$ cat config.mk
export PLATFORM = sky130hd
export DESIGN_NAME = sync_trigger_action_dispatch
export DESIGN_NICKNAME = d
export VERILOG_FILES = /design/src/design/sync_trigger_pkg.sv /design/src/design/sync_trigger_action_dispatch.sv
export SDC_FILE = /design/constraint.sdc
export NUM_CORES = 1
export LEC_CHECK = 0
export BUFFER_PORTS_ARGS = -buffer_cell sky130_fd_sc_hd__clkbuf_2
export CAP_MARGIN = 20
export CELL_PAD_IN_SITES_DETAIL_PLACEMENT = 0
export CELL_PAD_IN_SITES_GLOBAL_PLACEMENT = 1
export CORE_MARGIN = 4
export CORE_UTILIZATION = 30
export DETAILED_ROUTE_END_ITERATION = 8
export GPL_TIMING_DRIVEN = 0
export PLACE_DENSITY_LB_ADDON = 0.1
export SYNTH_ARGS = -nofsm -noshare
export SYNTH_HDL_FRONTEND = slang
export SYNTH_SLANG_ARGS = --single-unit
$ cat constraint.sdc
create_clock -name clk -period 3.98 [get_ports clk]
set_input_delay 0.398 -clock clk [delete_from_list [all_inputs] [get_ports clk]]
set_output_delay 0.398 -clock clk [all_outputs]
set_load 0.05 [all_outputs]
$ cat src/design/sync_trigger_pkg.sv
package sync_trigger_pkg;

    localparam int NUM_SETS     = 4;
    localparam int DATA_W       = 32;
    localparam int QUAL_PIN_OFS = 4;

    // Activation factor codes
    localparam logic [3:0] FACT_NONE        = 4'h0;
    localparam logic [3:0] FACT_COMPARE     = 4'h1;
    localparam logic [3:0] FACT_TIMER       = 4'h2;
    localparam logic [3:0] FACT_DRV_START   = 4'h3;
    localparam logic [3:0] FACT_CONST_START = 4'h4;
    localparam logic [3:0] FACT_CONST_END   = 4'h5;
    localparam logic [3:0] FACT_DRV_END     = 4'h6;
    localparam logic [3:0] FACT_SPLIT_START = 4'h7;
    localparam logic [3:0] FACT_SPLIT_END   = 4'h8;
    localparam logic [3:0] FACT_SPLIT_OUT   = 4'h9;
    localparam logic [3:0] FACT_RISE        = 4'hA;
    localparam logic [3:0] FACT_FALL        = 4'hB;
    localparam logic [3:0] FACT_LOW_RISE    = 4'hC;
    localparam logic [3:0] FACT_HIGH_RISE   = 4'hD;
    localparam logic [3:0] FACT_LOW_FALL    = 4'hE;
    localparam logic [3:0] FACT_HIGH_FALL   = 4'hF;

    // Action codes
    localparam logic [4:0] ACT_NONE        = 5'h00;
    localparam logic [4:0] ACT_LOAD_SPEED  = 5'h01;
    localparam logic [4:0] ACT_LOAD_PULSES = 5'h02;
    localparam logic [4:0] ACT_LOAD_SPLIT  = 5'h03;
    localparam logic [4:0] ACT_LOAD_SET    = 5'h04;
    localparam logic [4:0] ACT_SAVE_LOG    = 5'h05;
    localparam logic [4:0] ACT_SAVE_REAL   = 5'h06;
    localparam logic [4:0] ACT_SAVE_TIMER  = 5'h07;
    localparam logic [4:0] ACT_SAVE_SET    = 5'h08;
    localparam logic [4:0] ACT_PIN_PULSE   = 5'h09;
    localparam logic [4:0] ACT_REL_START   = 5'h0A;
    localparam logic [4:0] ACT_CREL_START  = 5'h0B;
    localparam logic [4:0] ACT_ABS_START   = 5'h0C;
    localparam logic [4:0] ACT_POS_CONT    = 5'h0D;
    localparam logic [4:0] ACT_NEG_CONT    = 5'h0E;
    localparam logic [4:0] ACT_REL_MR      = 5'h0F;
    localparam logic [4:0] ACT_ABS_MR      = 5'h10;
    localparam logic [4:0] ACT_DEC_STOP    = 5'h11;
    localparam logic [4:0] ACT_INST_STOP   = 5'h12;
    localparam logic [4:0] ACT_SPEED_UP    = 5'h13;
    localparam logic [4:0] ACT_SPEED_DOWN  = 5'h14;
    localparam logic [4:0] ACT_TIMER_START = 5'h15;
    localparam logic [4:0] ACT_TIMER_STOP  = 5'h16;
    localparam logic [4:0] ACT_SPLIT_START = 5'h17;
    localparam logic [4:0] ACT_SPLIT_STOP  = 5'h18;

    // Compare object and condition selections
    localparam logic [1:0] OBJ_LOGICAL = 2'h0;
    localparam logic [1:0] OBJ_REAL    = 2'h1;
    localparam logic [1:0] OBJ_TIMER   = 2'h2;
    localparam logic [1:0] OBJ_SPEED   = 2'h3;
    localparam logic [1:0] COND_GE     = 2'h0;
    localparam logic [1:0] COND_GT     = 2'h1;
    localparam logic [1:0] COND_LT     = 2'h2;
    localparam logic [1:0] COND_EQ     = 2'h3;

    localparam logic [DATA_W-1:0] MR_RESET    = 32'h0000_0000;
    localparam logic [DATA_W-1:0] TIMER_RESET = 32'h0000_0000;

    typedef enum logic [2:0] {
        TGT_SPEED, TGT_PULSES, TGT_SPLIT, TGT_LOGPOS,
        TGT_REALPOS, TGT_INITSPEED, TGT_ACCEL
    } load_target_e;

    typedef struct packed {
        logic         enable;
        logic         repeatOn;
        logic [3:0]   factor;
        logic [4:0]   action;
        logic [1:0]   cmpObj;
        logic [1:0]   cmpCond;
    } sync_cfg_s;

    typedef struct packed {
        logic              valid;
        load_target_e      target;
        logic [DATA_W-1:0] data;
    } param_load_s;

    typedef struct packed {
        logic start;
        logic constStart;
        logic constEnd;
        logic finish;
    } drive_evt_s;

    typedef struct packed {
        logic relStart;
        logic cntRelStart;
        logic absStart;
        logic posContStart;
        logic negContStart;
        logic decStop;
        logic instStop;
        logic speedUp;
        logic speedDown;
        logic splitStart;
        logic splitStop;
    } drive_cmd_s;

endpackage

$ cat src/design/sync_trigger_action_dispatch.sv
`timescale 1ns/1ps
// Notes on behaviour
// Fire when own compare register condition holds
// Compare fires only on false-to-true change
// Fire on internal timer reaching preset
// Fire on drive state change events
// Fire when split pulsing starts, command or action
// Fire when final split pulse completes
// Fire per split pulse when repeating
// Rising edge on own pin n fires
// Pin high at enable: wait low then rise
// Falling edge on own pin n fires
// Pin low at enable: wait high then fall
// Gated edges need qualifier pin level
// Gated edges share enable-time suppression
// Software picks no-operation for chained sets
// Codes 01-09,0F,10 use own register/pin
// 0A/0B/0C start relative, counter, absolute drive
// 0D/0E start continuous plus/minus drive
// 17/18 start/stop split; 00 does nothing
// Four-bit factor code selects activation source
// 01-04 load register into drive parameters
// 05-08 save positions, timer, speed (set 0) or accel (set 1) into register
// 0F/10 copy register to pulses, start drive
// 11-16 stops, speed change, timer control
// Sets run in parallel; action next cycle
module sync_trigger_action_dispatch
    import sync_trigger_pkg::*;
(
    input  wire logic                  clk,            // System clock
    input  wire logic                  reset_n,        // Async reset
    input  wire sync_cfg_s [3:0]       cfg,            // Per-set setup
    input  wire logic [7:0]            gpIn,           // Purpose pins
    input  wire logic                  mrWrite,        // Host reg write
    input  wire logic [1:0]            mrIndex,        // Register select
    input  wire logic [DATA_W-1:0]     mrData,         // Write data
    input  wire logic [DATA_W-1:0]     logicalPos,     // Logical count
    input  wire logic [DATA_W-1:0]     realPos,        // Real count
    input  wire logic [DATA_W-1:0]     currentSpeed,   // Present speed
    input  wire logic [DATA_W-1:0]     currentAccel,   // Present accel
    input  wire drive_evt_s            driveEvt,       // Drive events
    input  wire logic                  splitStartCmd,  // Host split start
    input  wire logic                  splitEnd,       // Last split done
    input  wire logic                  splitPulse,     // Split pulse edge
    input  wire logic                  timerLoadCmd,   // Host timer load
    input  wire logic [DATA_W-1:0]     timerLoadData,  // Timer preset
    input  wire logic                  timerStartCmd,  // Host timer start
    output logic [3:0][DATA_W-1:0]     mrOut,          // Register values
    output param_load_s [3:0]          loadOut,        // Parameter loads
    output drive_cmd_s                 driveCmd,       // Drive commands
    output logic [3:0]                 pinPulseReq,    // Pin pulse start
    output logic [3:0]                 fired,          // Set fired pulse
    output logic [DATA_W-1:0]          timerValue,     // Timer count
    output logic                       timerRunning    // Timer active
);

    logic [3:0][DATA_W-1:0] mr_r, mr_nxt;
    param_load_s [3:0]      load_r, load_nxt;
    drive_cmd_s             cmd_r, cmd_nxt;
    logic [3:0]             pinReq_r, pinReq_nxt;
    logic [3:0]             fired_r, fired_nxt;
    logic [3:0]             prevLvl_r, prevLvl_nxt;
    logic [3:0]             armed_r, armed_nxt;
    logic [3:0]             done_r, done_nxt;
    logic [DATA_W-1:0]      timer_r, timer_nxt;
    logic [DATA_W-1:0]      preset_r, preset_nxt;
    logic                   run_r, run_nxt;
    logic [3:0]             fireNow;
    logic [3:0]             cmpLvl;
    logic                   timerUp;
    logic                   splitStarted;

    function automatic logic cmpHit(input logic [1:0] obj,
                                    input logic [1:0] cond,
                                    input logic [DATA_W-1:0] ref_v,
                                    input logic [DATA_W-1:0] lp,
                                    input logic [DATA_W-1:0] rp,
                                    input logic [DATA_W-1:0] ct,
                                    input logic [DATA_W-1:0] cv);
        logic signed [DATA_W-1:0] o;
        logic signed [DATA_W-1:0] r;
        logic                     hit;
        o   = signed'(lp);
        r   = signed'(ref_v);
        hit = 1'b0;
        case (obj)
            OBJ_REAL:  o = signed'(rp);
            OBJ_TIMER: o = signed'(ct);
            OBJ_SPEED: o = signed'(cv);
            default:   o = signed'(lp);
        endcase
        case (cond)
            COND_GT: hit = o > r;
            COND_LT: hit = o < r;
            COND_EQ: hit = o == r;
            default: hit = o >= r;
        endcase
        return hit;
    endfunction

    assign timerUp      = run_r && (timer_r == preset_r);
    assign splitStarted = splitStartCmd || cmd_r.splitStart;

    // Factor detection for all four sets in parallel
    always_comb begin
        for (int s = 0; s < NUM_SETS; s++) begin
            logic lvl;
            logic qual;
            logic rise;
            logic fall;
            logic evt;
            lvl  = 1'b0;
            rise = 1'b0;
            fall = 1'b0;
            qual = gpIn[s + QUAL_PIN_OFS];
            cmpLvl[s] = cmpHit(cfg[s].cmpObj, cfg[s].cmpCond, mr_r[s],
                               logicalPos, realPos, timer_r,
                               currentSpeed);
            lvl  = (cfg[s].factor == FACT_COMPARE) ? cmpLvl[s] : gpIn[s];
            // Armed only one cycle after enable, so a level already
            // active at enable time cannot look like an edge
            rise = armed_r[s] && lvl && !prevLvl_r[s];
            fall = armed_r[s] && !lvl && prevLvl_r[s];
            evt  = 1'b0;
            case (cfg[s].factor)
                FACT_COMPARE:     evt = rise;
                FACT_TIMER:       evt = timerUp;
                FACT_DRV_START:   evt = driveEvt.start;
                FACT_CONST_START: evt = driveEvt.constStart;
                FACT_CONST_END:   evt = driveEvt.constEnd;
                FACT_DRV_END:     evt = driveEvt.finish;
                FACT_SPLIT_START: evt = splitStarted;
                FACT_SPLIT_END:   evt = splitEnd;
                FACT_SPLIT_OUT:   evt = splitPulse;
                FACT_RISE:        evt = rise;
                FACT_FALL:        evt = fall;
                FACT_LOW_RISE:    evt = rise && !qual;
                FACT_HIGH_RISE:   evt = rise && qual;
                FACT_LOW_FALL:    evt = fall && !qual;
                FACT_HIGH_FALL:   evt = fall && qual;
                default:          evt = 1'b0;
            endcase
            // Without repeat a set fires once per enable
            fireNow[s]     = cfg[s].enable && armed_r[s] && evt &&
                             (cfg[s].repeatOn || !done_r[s]);
            prevLvl_nxt[s] = lvl;
            armed_nxt[s]   = cfg[s].enable;
            done_nxt[s]    = cfg[s].enable && (done_r[s] || fireNow[s]);
        end
    end

    // Action dispatch; results appear one cycle after detection
    always_comb begin
        mr_nxt     = mr_r;
        cmd_nxt    = '0;
        pinReq_nxt = '0;
        fired_nxt  = fireNow;
        run_nxt    = run_r;
        timer_nxt  = run_r ? timer_r + 32'h0000_0001 : timer_r;
        preset_nxt = timerLoadCmd ? timerLoadData : preset_r;
        if (timerUp) begin
            run_nxt   = 1'b0;
            timer_nxt = TIMER_RESET;
        end
        if (timerStartCmd) begin
            run_nxt   = 1'b1;
            timer_nxt = TIMER_RESET;
        end
        for (int s = 0; s < NUM_SETS; s++) begin
            load_nxt[s] = '{valid: 1'b0, target: TGT_SPEED, data: mr_r[s]};
            if (fireNow[s]) begin
                case (cfg[s].action)
                    ACT_LOAD_SPEED: load_nxt[s].valid = 1'b1;
                    ACT_LOAD_PULSES: begin
                        load_nxt[s].valid  = 1'b1;
                        load_nxt[s].target = TGT_PULSES;
                    end
                    ACT_LOAD_SPLIT: begin
                        load_nxt[s].valid  = 1'b1;
                        load_nxt[s].target = TGT_SPLIT;
                    end
                    ACT_LOAD_SET: begin
                        load_nxt[s].valid = 1'b1;
                        case (s)
                            0:       load_nxt[s].target = TGT_LOGPOS;
                            1:       load_nxt[s].target = TGT_REALPOS;
                            2:       load_nxt[s].target = TGT_INITSPEED;
                            default: load_nxt[s].target = TGT_ACCEL;
                        endcase
                    end
                    ACT_SAVE_LOG:   mr_nxt[s] = logicalPos;
                    ACT_SAVE_REAL:  mr_nxt[s] = realPos;
                    ACT_SAVE_TIMER: mr_nxt[s] = timer_r;
                    ACT_SAVE_SET: begin
                        if (s == 0) begin
                            mr_nxt[s] = currentSpeed;
                        end else if (s == 1) begin
                            mr_nxt[s] = currentAccel;
                        end
                    end
                    ACT_PIN_PULSE:  pinReq_nxt[s] = 1'b1;
                    ACT_REL_START:  cmd_nxt.relStart = 1'b1;
                    ACT_CREL_START: cmd_nxt.cntRelStart = 1'b1;
                    ACT_ABS_START:  cmd_nxt.absStart = 1'b1;
                    ACT_POS_CONT:   cmd_nxt.posContStart = 1'b1;
                    ACT_NEG_CONT:   cmd_nxt.negContStart = 1'b1;
                    ACT_REL_MR: begin
                        load_nxt[s].valid  = 1'b1;
                        load_nxt[s].target = TGT_PULSES;
                        cmd_nxt.relStart   = 1'b1;
                    end
                    ACT_ABS_MR: begin
                        load_nxt[s].valid  = 1'b1;
                        load_nxt[s].target = TGT_PULSES;
                        cmd_nxt.absStart   = 1'b1;
                    end
                    ACT_DEC_STOP:   cmd_nxt.decStop = 1'b1;
                    ACT_INST_STOP:  cmd_nxt.instStop = 1'b1;
                    ACT_SPEED_UP:   cmd_nxt.speedUp = 1'b1;
                    ACT_SPEED_DOWN: cmd_nxt.speedDown = 1'b1;
                    ACT_TIMER_START: begin
                        run_nxt   = 1'b1;
                        timer_nxt = TIMER_RESET;
                    end
                    ACT_TIMER_STOP: run_nxt = 1'b0;
                    ACT_SPLIT_START: cmd_nxt.splitStart = 1'b1;
                    ACT_SPLIT_STOP:  cmd_nxt.splitStop = 1'b1;
                    default: ;
                endcase
            end
        end
        // Host write overrides a save landing in the same cycle
        if (mrWrite) begin
            mr_nxt[mrIndex] = mrData;
        end
    end

    always_ff @(posedge clk or negedge reset_n) begin
        if (!reset_n) begin
            mr_r      <= {NUM_SETS{MR_RESET}};
            load_r    <= '0;
            cmd_r     <= '0;
            pinReq_r  <= '0;
            fired_r   <= '0;
            prevLvl_r <= '0;
            armed_r   <= '0;
            done_r    <= '0;
            timer_r   <= TIMER_RESET;
            preset_r  <= TIMER_RESET;
            run_r     <= 1'b0;
        end else begin
            mr_r      <= mr_nxt;
            load_r    <= load_nxt;
            cmd_r     <= cmd_nxt;
            pinReq_r  <= pinReq_nxt;
            fired_r   <= fired_nxt;
            prevLvl_r <= prevLvl_nxt;
            armed_r   <= armed_nxt;
            done_r    <= done_nxt;
            timer_r   <= timer_nxt;
            preset_r  <= preset_nxt;
            run_r     <= run_nxt;
        end
    end

    assign mrOut        = mr_r;
    assign loadOut      = load_r;
    assign driveCmd     = cmd_r;
    assign pinPulseReq  = pinReq_r;
    assign fired        = fired_r;
    assign timerValue   = timer_r;
    assign timerRunning = run_r;
endmodule

==> impl_metrics.json <==
{
  "status": "complete, but fails checks",
  "violations": "setup timing",
  "core.rowCount": 108,
  "grt_max_degree": 87,
  "tightest_slew_ns": 1.36,
  "crit_family": "simple AND/OR/NAND/NOR gates",
  "crit_chain": "clkbuf_16 -> buf_6 -> mux4_2 -> ha_4 -> nand2_1 -> o21ai_0 -> nand2_1 -> nand4_1 -> o2bb2ai_2 -> or4_4 -> nand2_4 -> nand3b_4 -> buf_12 -> clkbuf_16 -> nand3_2 -> o311ai_2",
  "final_cell_mix": "clkbuf_2, dfrtp_1, buf_4",
  "hold_viol_final": 0,
  "via_count": 26400,
  "clkTransAtPathRegs_ns": 0.06,
  "place_area_sq_um": 30900,
  "rsz0062_at_grt": "true",
  "cp.required_ns": 4.42,
  "port_buffers": 577,
  "syn_inst": 2570,
  "drt_wl_total_um": 146000,
  "r2r_slack_ns": -0.56,
  "worst-path-buf-inv": 4,
  "drt-initial-drc-count": 2269,
  "p_per_area_nw_per_um2": 411,
  "dieArea_sq_um": 91900,
  "finalCriticalPeriod_ns": 4.54,
  "clock_tree.buffer_depth": 3,
  "place_hpwl_um": 108000,
  "cts_sinks": 367,
  "start_util_pct": 30.2,
  "grtUsageTotal_pct": 30.5,
  "gp_congestion": 0.905,
  "ys.flop_type": "dfrtp_1",
  "numCtsBuffers": 49,
  "cp_slowest_cell": "o21ai_0",
  "clock_latency_ns": 0.63,
  "layout_commonest_cell": "clkbuf_2",
  "layout.nets": 3789,
  "grt_pass1_wl_um": 200000,
  "fmax_mhz": 220,
  "hold_path_class": "in -> reg",
  "synth_area_sq_um": 26100,
  "die_width_um": 303,
  "yosys_warnings": 0,
  "root_buffer": "clkbuf_16",
  "leakagePower_nw": 16.6,
  "critPathMaxStageDelay_ns": 0.65,
  "first_pass_iters": 5,
  "drive_gt1_share_pct": 48.9,
  "wire_per_inst_um": 31.8,
  "max_cap_viol_count": 0,
  "core_sq_um": 86600,
  "crit_fanout": 9,
  "dp_cells": 4318,
  "design_area_sq_um": 38300,
  "cp-end-kind": "register",
  "arrival_ns": 4.98,
  "total_power_mw": 15.7,
  "final_antenna_net_count": 0,
  "grt-ovfl-total": 0,
  "finalSetupViolations": 179,
  "vdd_drop_max_uv": 321,
  "synth_edf_count": 0,
  "fin_crit_sh_pct": 114,
  "whs_ns": 0.0239,
  "drc": 0,
  "syn-num-nets": 2973,
  "async_flop_share_pct": 100,
  "dpl_worst_slack_ns": -2.78,
  "setup_ws_ns": -0.556,
  "grt_pass1_vias": 26700,
  "avgViaCountPerCell": 5.74,
  "antenna_found_initial": 22,
  "slew_headroom_pct": 9.31,
  "start_kind": "register",
  "slew_viol_final": 0,
  "yosysUniqueCellTypes": 105,
  "yosysSeqAreaShare_pct": 35.1,
  "yosys_register_bits": 367,
  "die-height_um": 303,
  "critPathKind": "reg -> reg",
  "syn_avg_cell_area_sq_um": 10.2,
  "cts_tree": "built",
  "area_growth_pct": 46.3,
  "ios": 598,
  "htreeDepth": 2,
  "final_cell_count_no_fill": 4599,
  "fin_skew_ns": 0.0269
}
==> sequential cells by signal, indices dropped and copies added, names as in the netlist, 11 cells and up <==
name	flops
preset_r	32
driveCmd	11
mrOut	128
loadOut	143
timerValue	32
==> timing repair <==
| action | 4_1_cts | 5_1_grt |
|---|---|---|
| resized for setup | 482 | 239 |
| cloned | 14 | 4 |
| hold buffers | 19 | 0 |
| endpoints found under the setup margin | 202 | 185 |
| setup buffers | 109 | 36 |
| hold endpoints to repair | 88 | 0 |
| pin swaps | 117 | 70 |
==> per-stage QoR <==
| stage | util, % | setup TNS, ns |
|---|---|---|
| CTS | 42.1 | -28.85 |
| floorplan | - | 0 |
| finish | 44.2 | -52.74 |
| global route | 44.1 | -56.54 |
| global placement | 35.3 | -2845.32 |
| detailed placement | 35.6 | -444.16 |
==> power by group <==
part	internal, mW	switching [mW]	total [mW]
clock network	3.04	1.96	5.00
registers	4.23	0.524	4.76
logic	2.07	3.91	5.99
==> cell type report <==
type / instances / area, sq um
timing repair buffer: 775 / 5180
tap: 1155 / 1450
inverter: 151 / 569
clock inverter: 28 / 393
buffer: 328 / 2610
sequential: 367 / 9220
fill: 8442 / 48400
clock buffer: 63 / 1380
antenna: 18 / 45.0
multi-input combinational: 1714 / 17400
==> path summary, 6_finish.rpt <==
kind                           endpoint  cells past startpoint         startpoint
max                           mrOut[21]                     16     timerValue[18]
min                        preset_r[23]                      2  timerLoadData[23]
max reg2reg                   mrOut[21]                     16     timerValue[18]
min reg2reg                 loadOut[52]                      0          mrOut[48]
max in group asynchronous  loadOut[126]                      4            reset_n
min in group asynchronous      mrOut[7]                      2            reset_n
==> Yosys cell counts, drive strengths merged, types with 5 or more instances <==
library cell	n	area (sq um)
nand3	111	561
o22ai	7	50.1
nand3b	9	80.1
dfrtp	367	9180
nor4	22	186
or3	6	37.5
o21a	8	60.1
nor3	52	265
a221oi	101	885
mux2	97	1100
o31ai	34	260
buf	175	1240
clkbuf	156	636
a21oi	100	504
ha	129	1610
o32ai	7	61.3
a211oi	7	52.6
nand4	55	363
o21ai	38	190
and2	5	31.3
xnor2	56	498
nand2b	16	100
a21o	6	45.0
mux4	132	2970
nor2	157	597
dlygate4sd3	6	60.1
a31oi	10	83.8
a22oi	33	248
o211ai	15	113
xor2	21	184
and3	15	93.8
nor2b	24	150
mux2i	47	470
a22o	65	569
inv	151	567
nand2	184	693
nor3b	8	70.1
o311ai	67	587
==> per-layer routing <==
metal	GRT usage, %	vias to the layer above	wire length, um
met5	0	-	57
met4	12.7	10	6370
met3	6.83	269	12800
met2	48.7	1353	67800
met1	39.9	13500	59000
li1	-	11200	-
==> logic make-up (layout without fill, tap and decap cells) <==
group,Yosys count,in the layout,share of synthesized area (%)
mux,276,276,17.4
buf+inv,489,1345,9.70
other cells,1,19,0.0143
fa+ha+maj,129,129,6.17
compound gates,543,543,15.9
flops,367,367,35.1
simple gates,688,688,13.2
xor+xnor,77,77,2.61
Note: power is estimated with default switching activity, not from simulation.
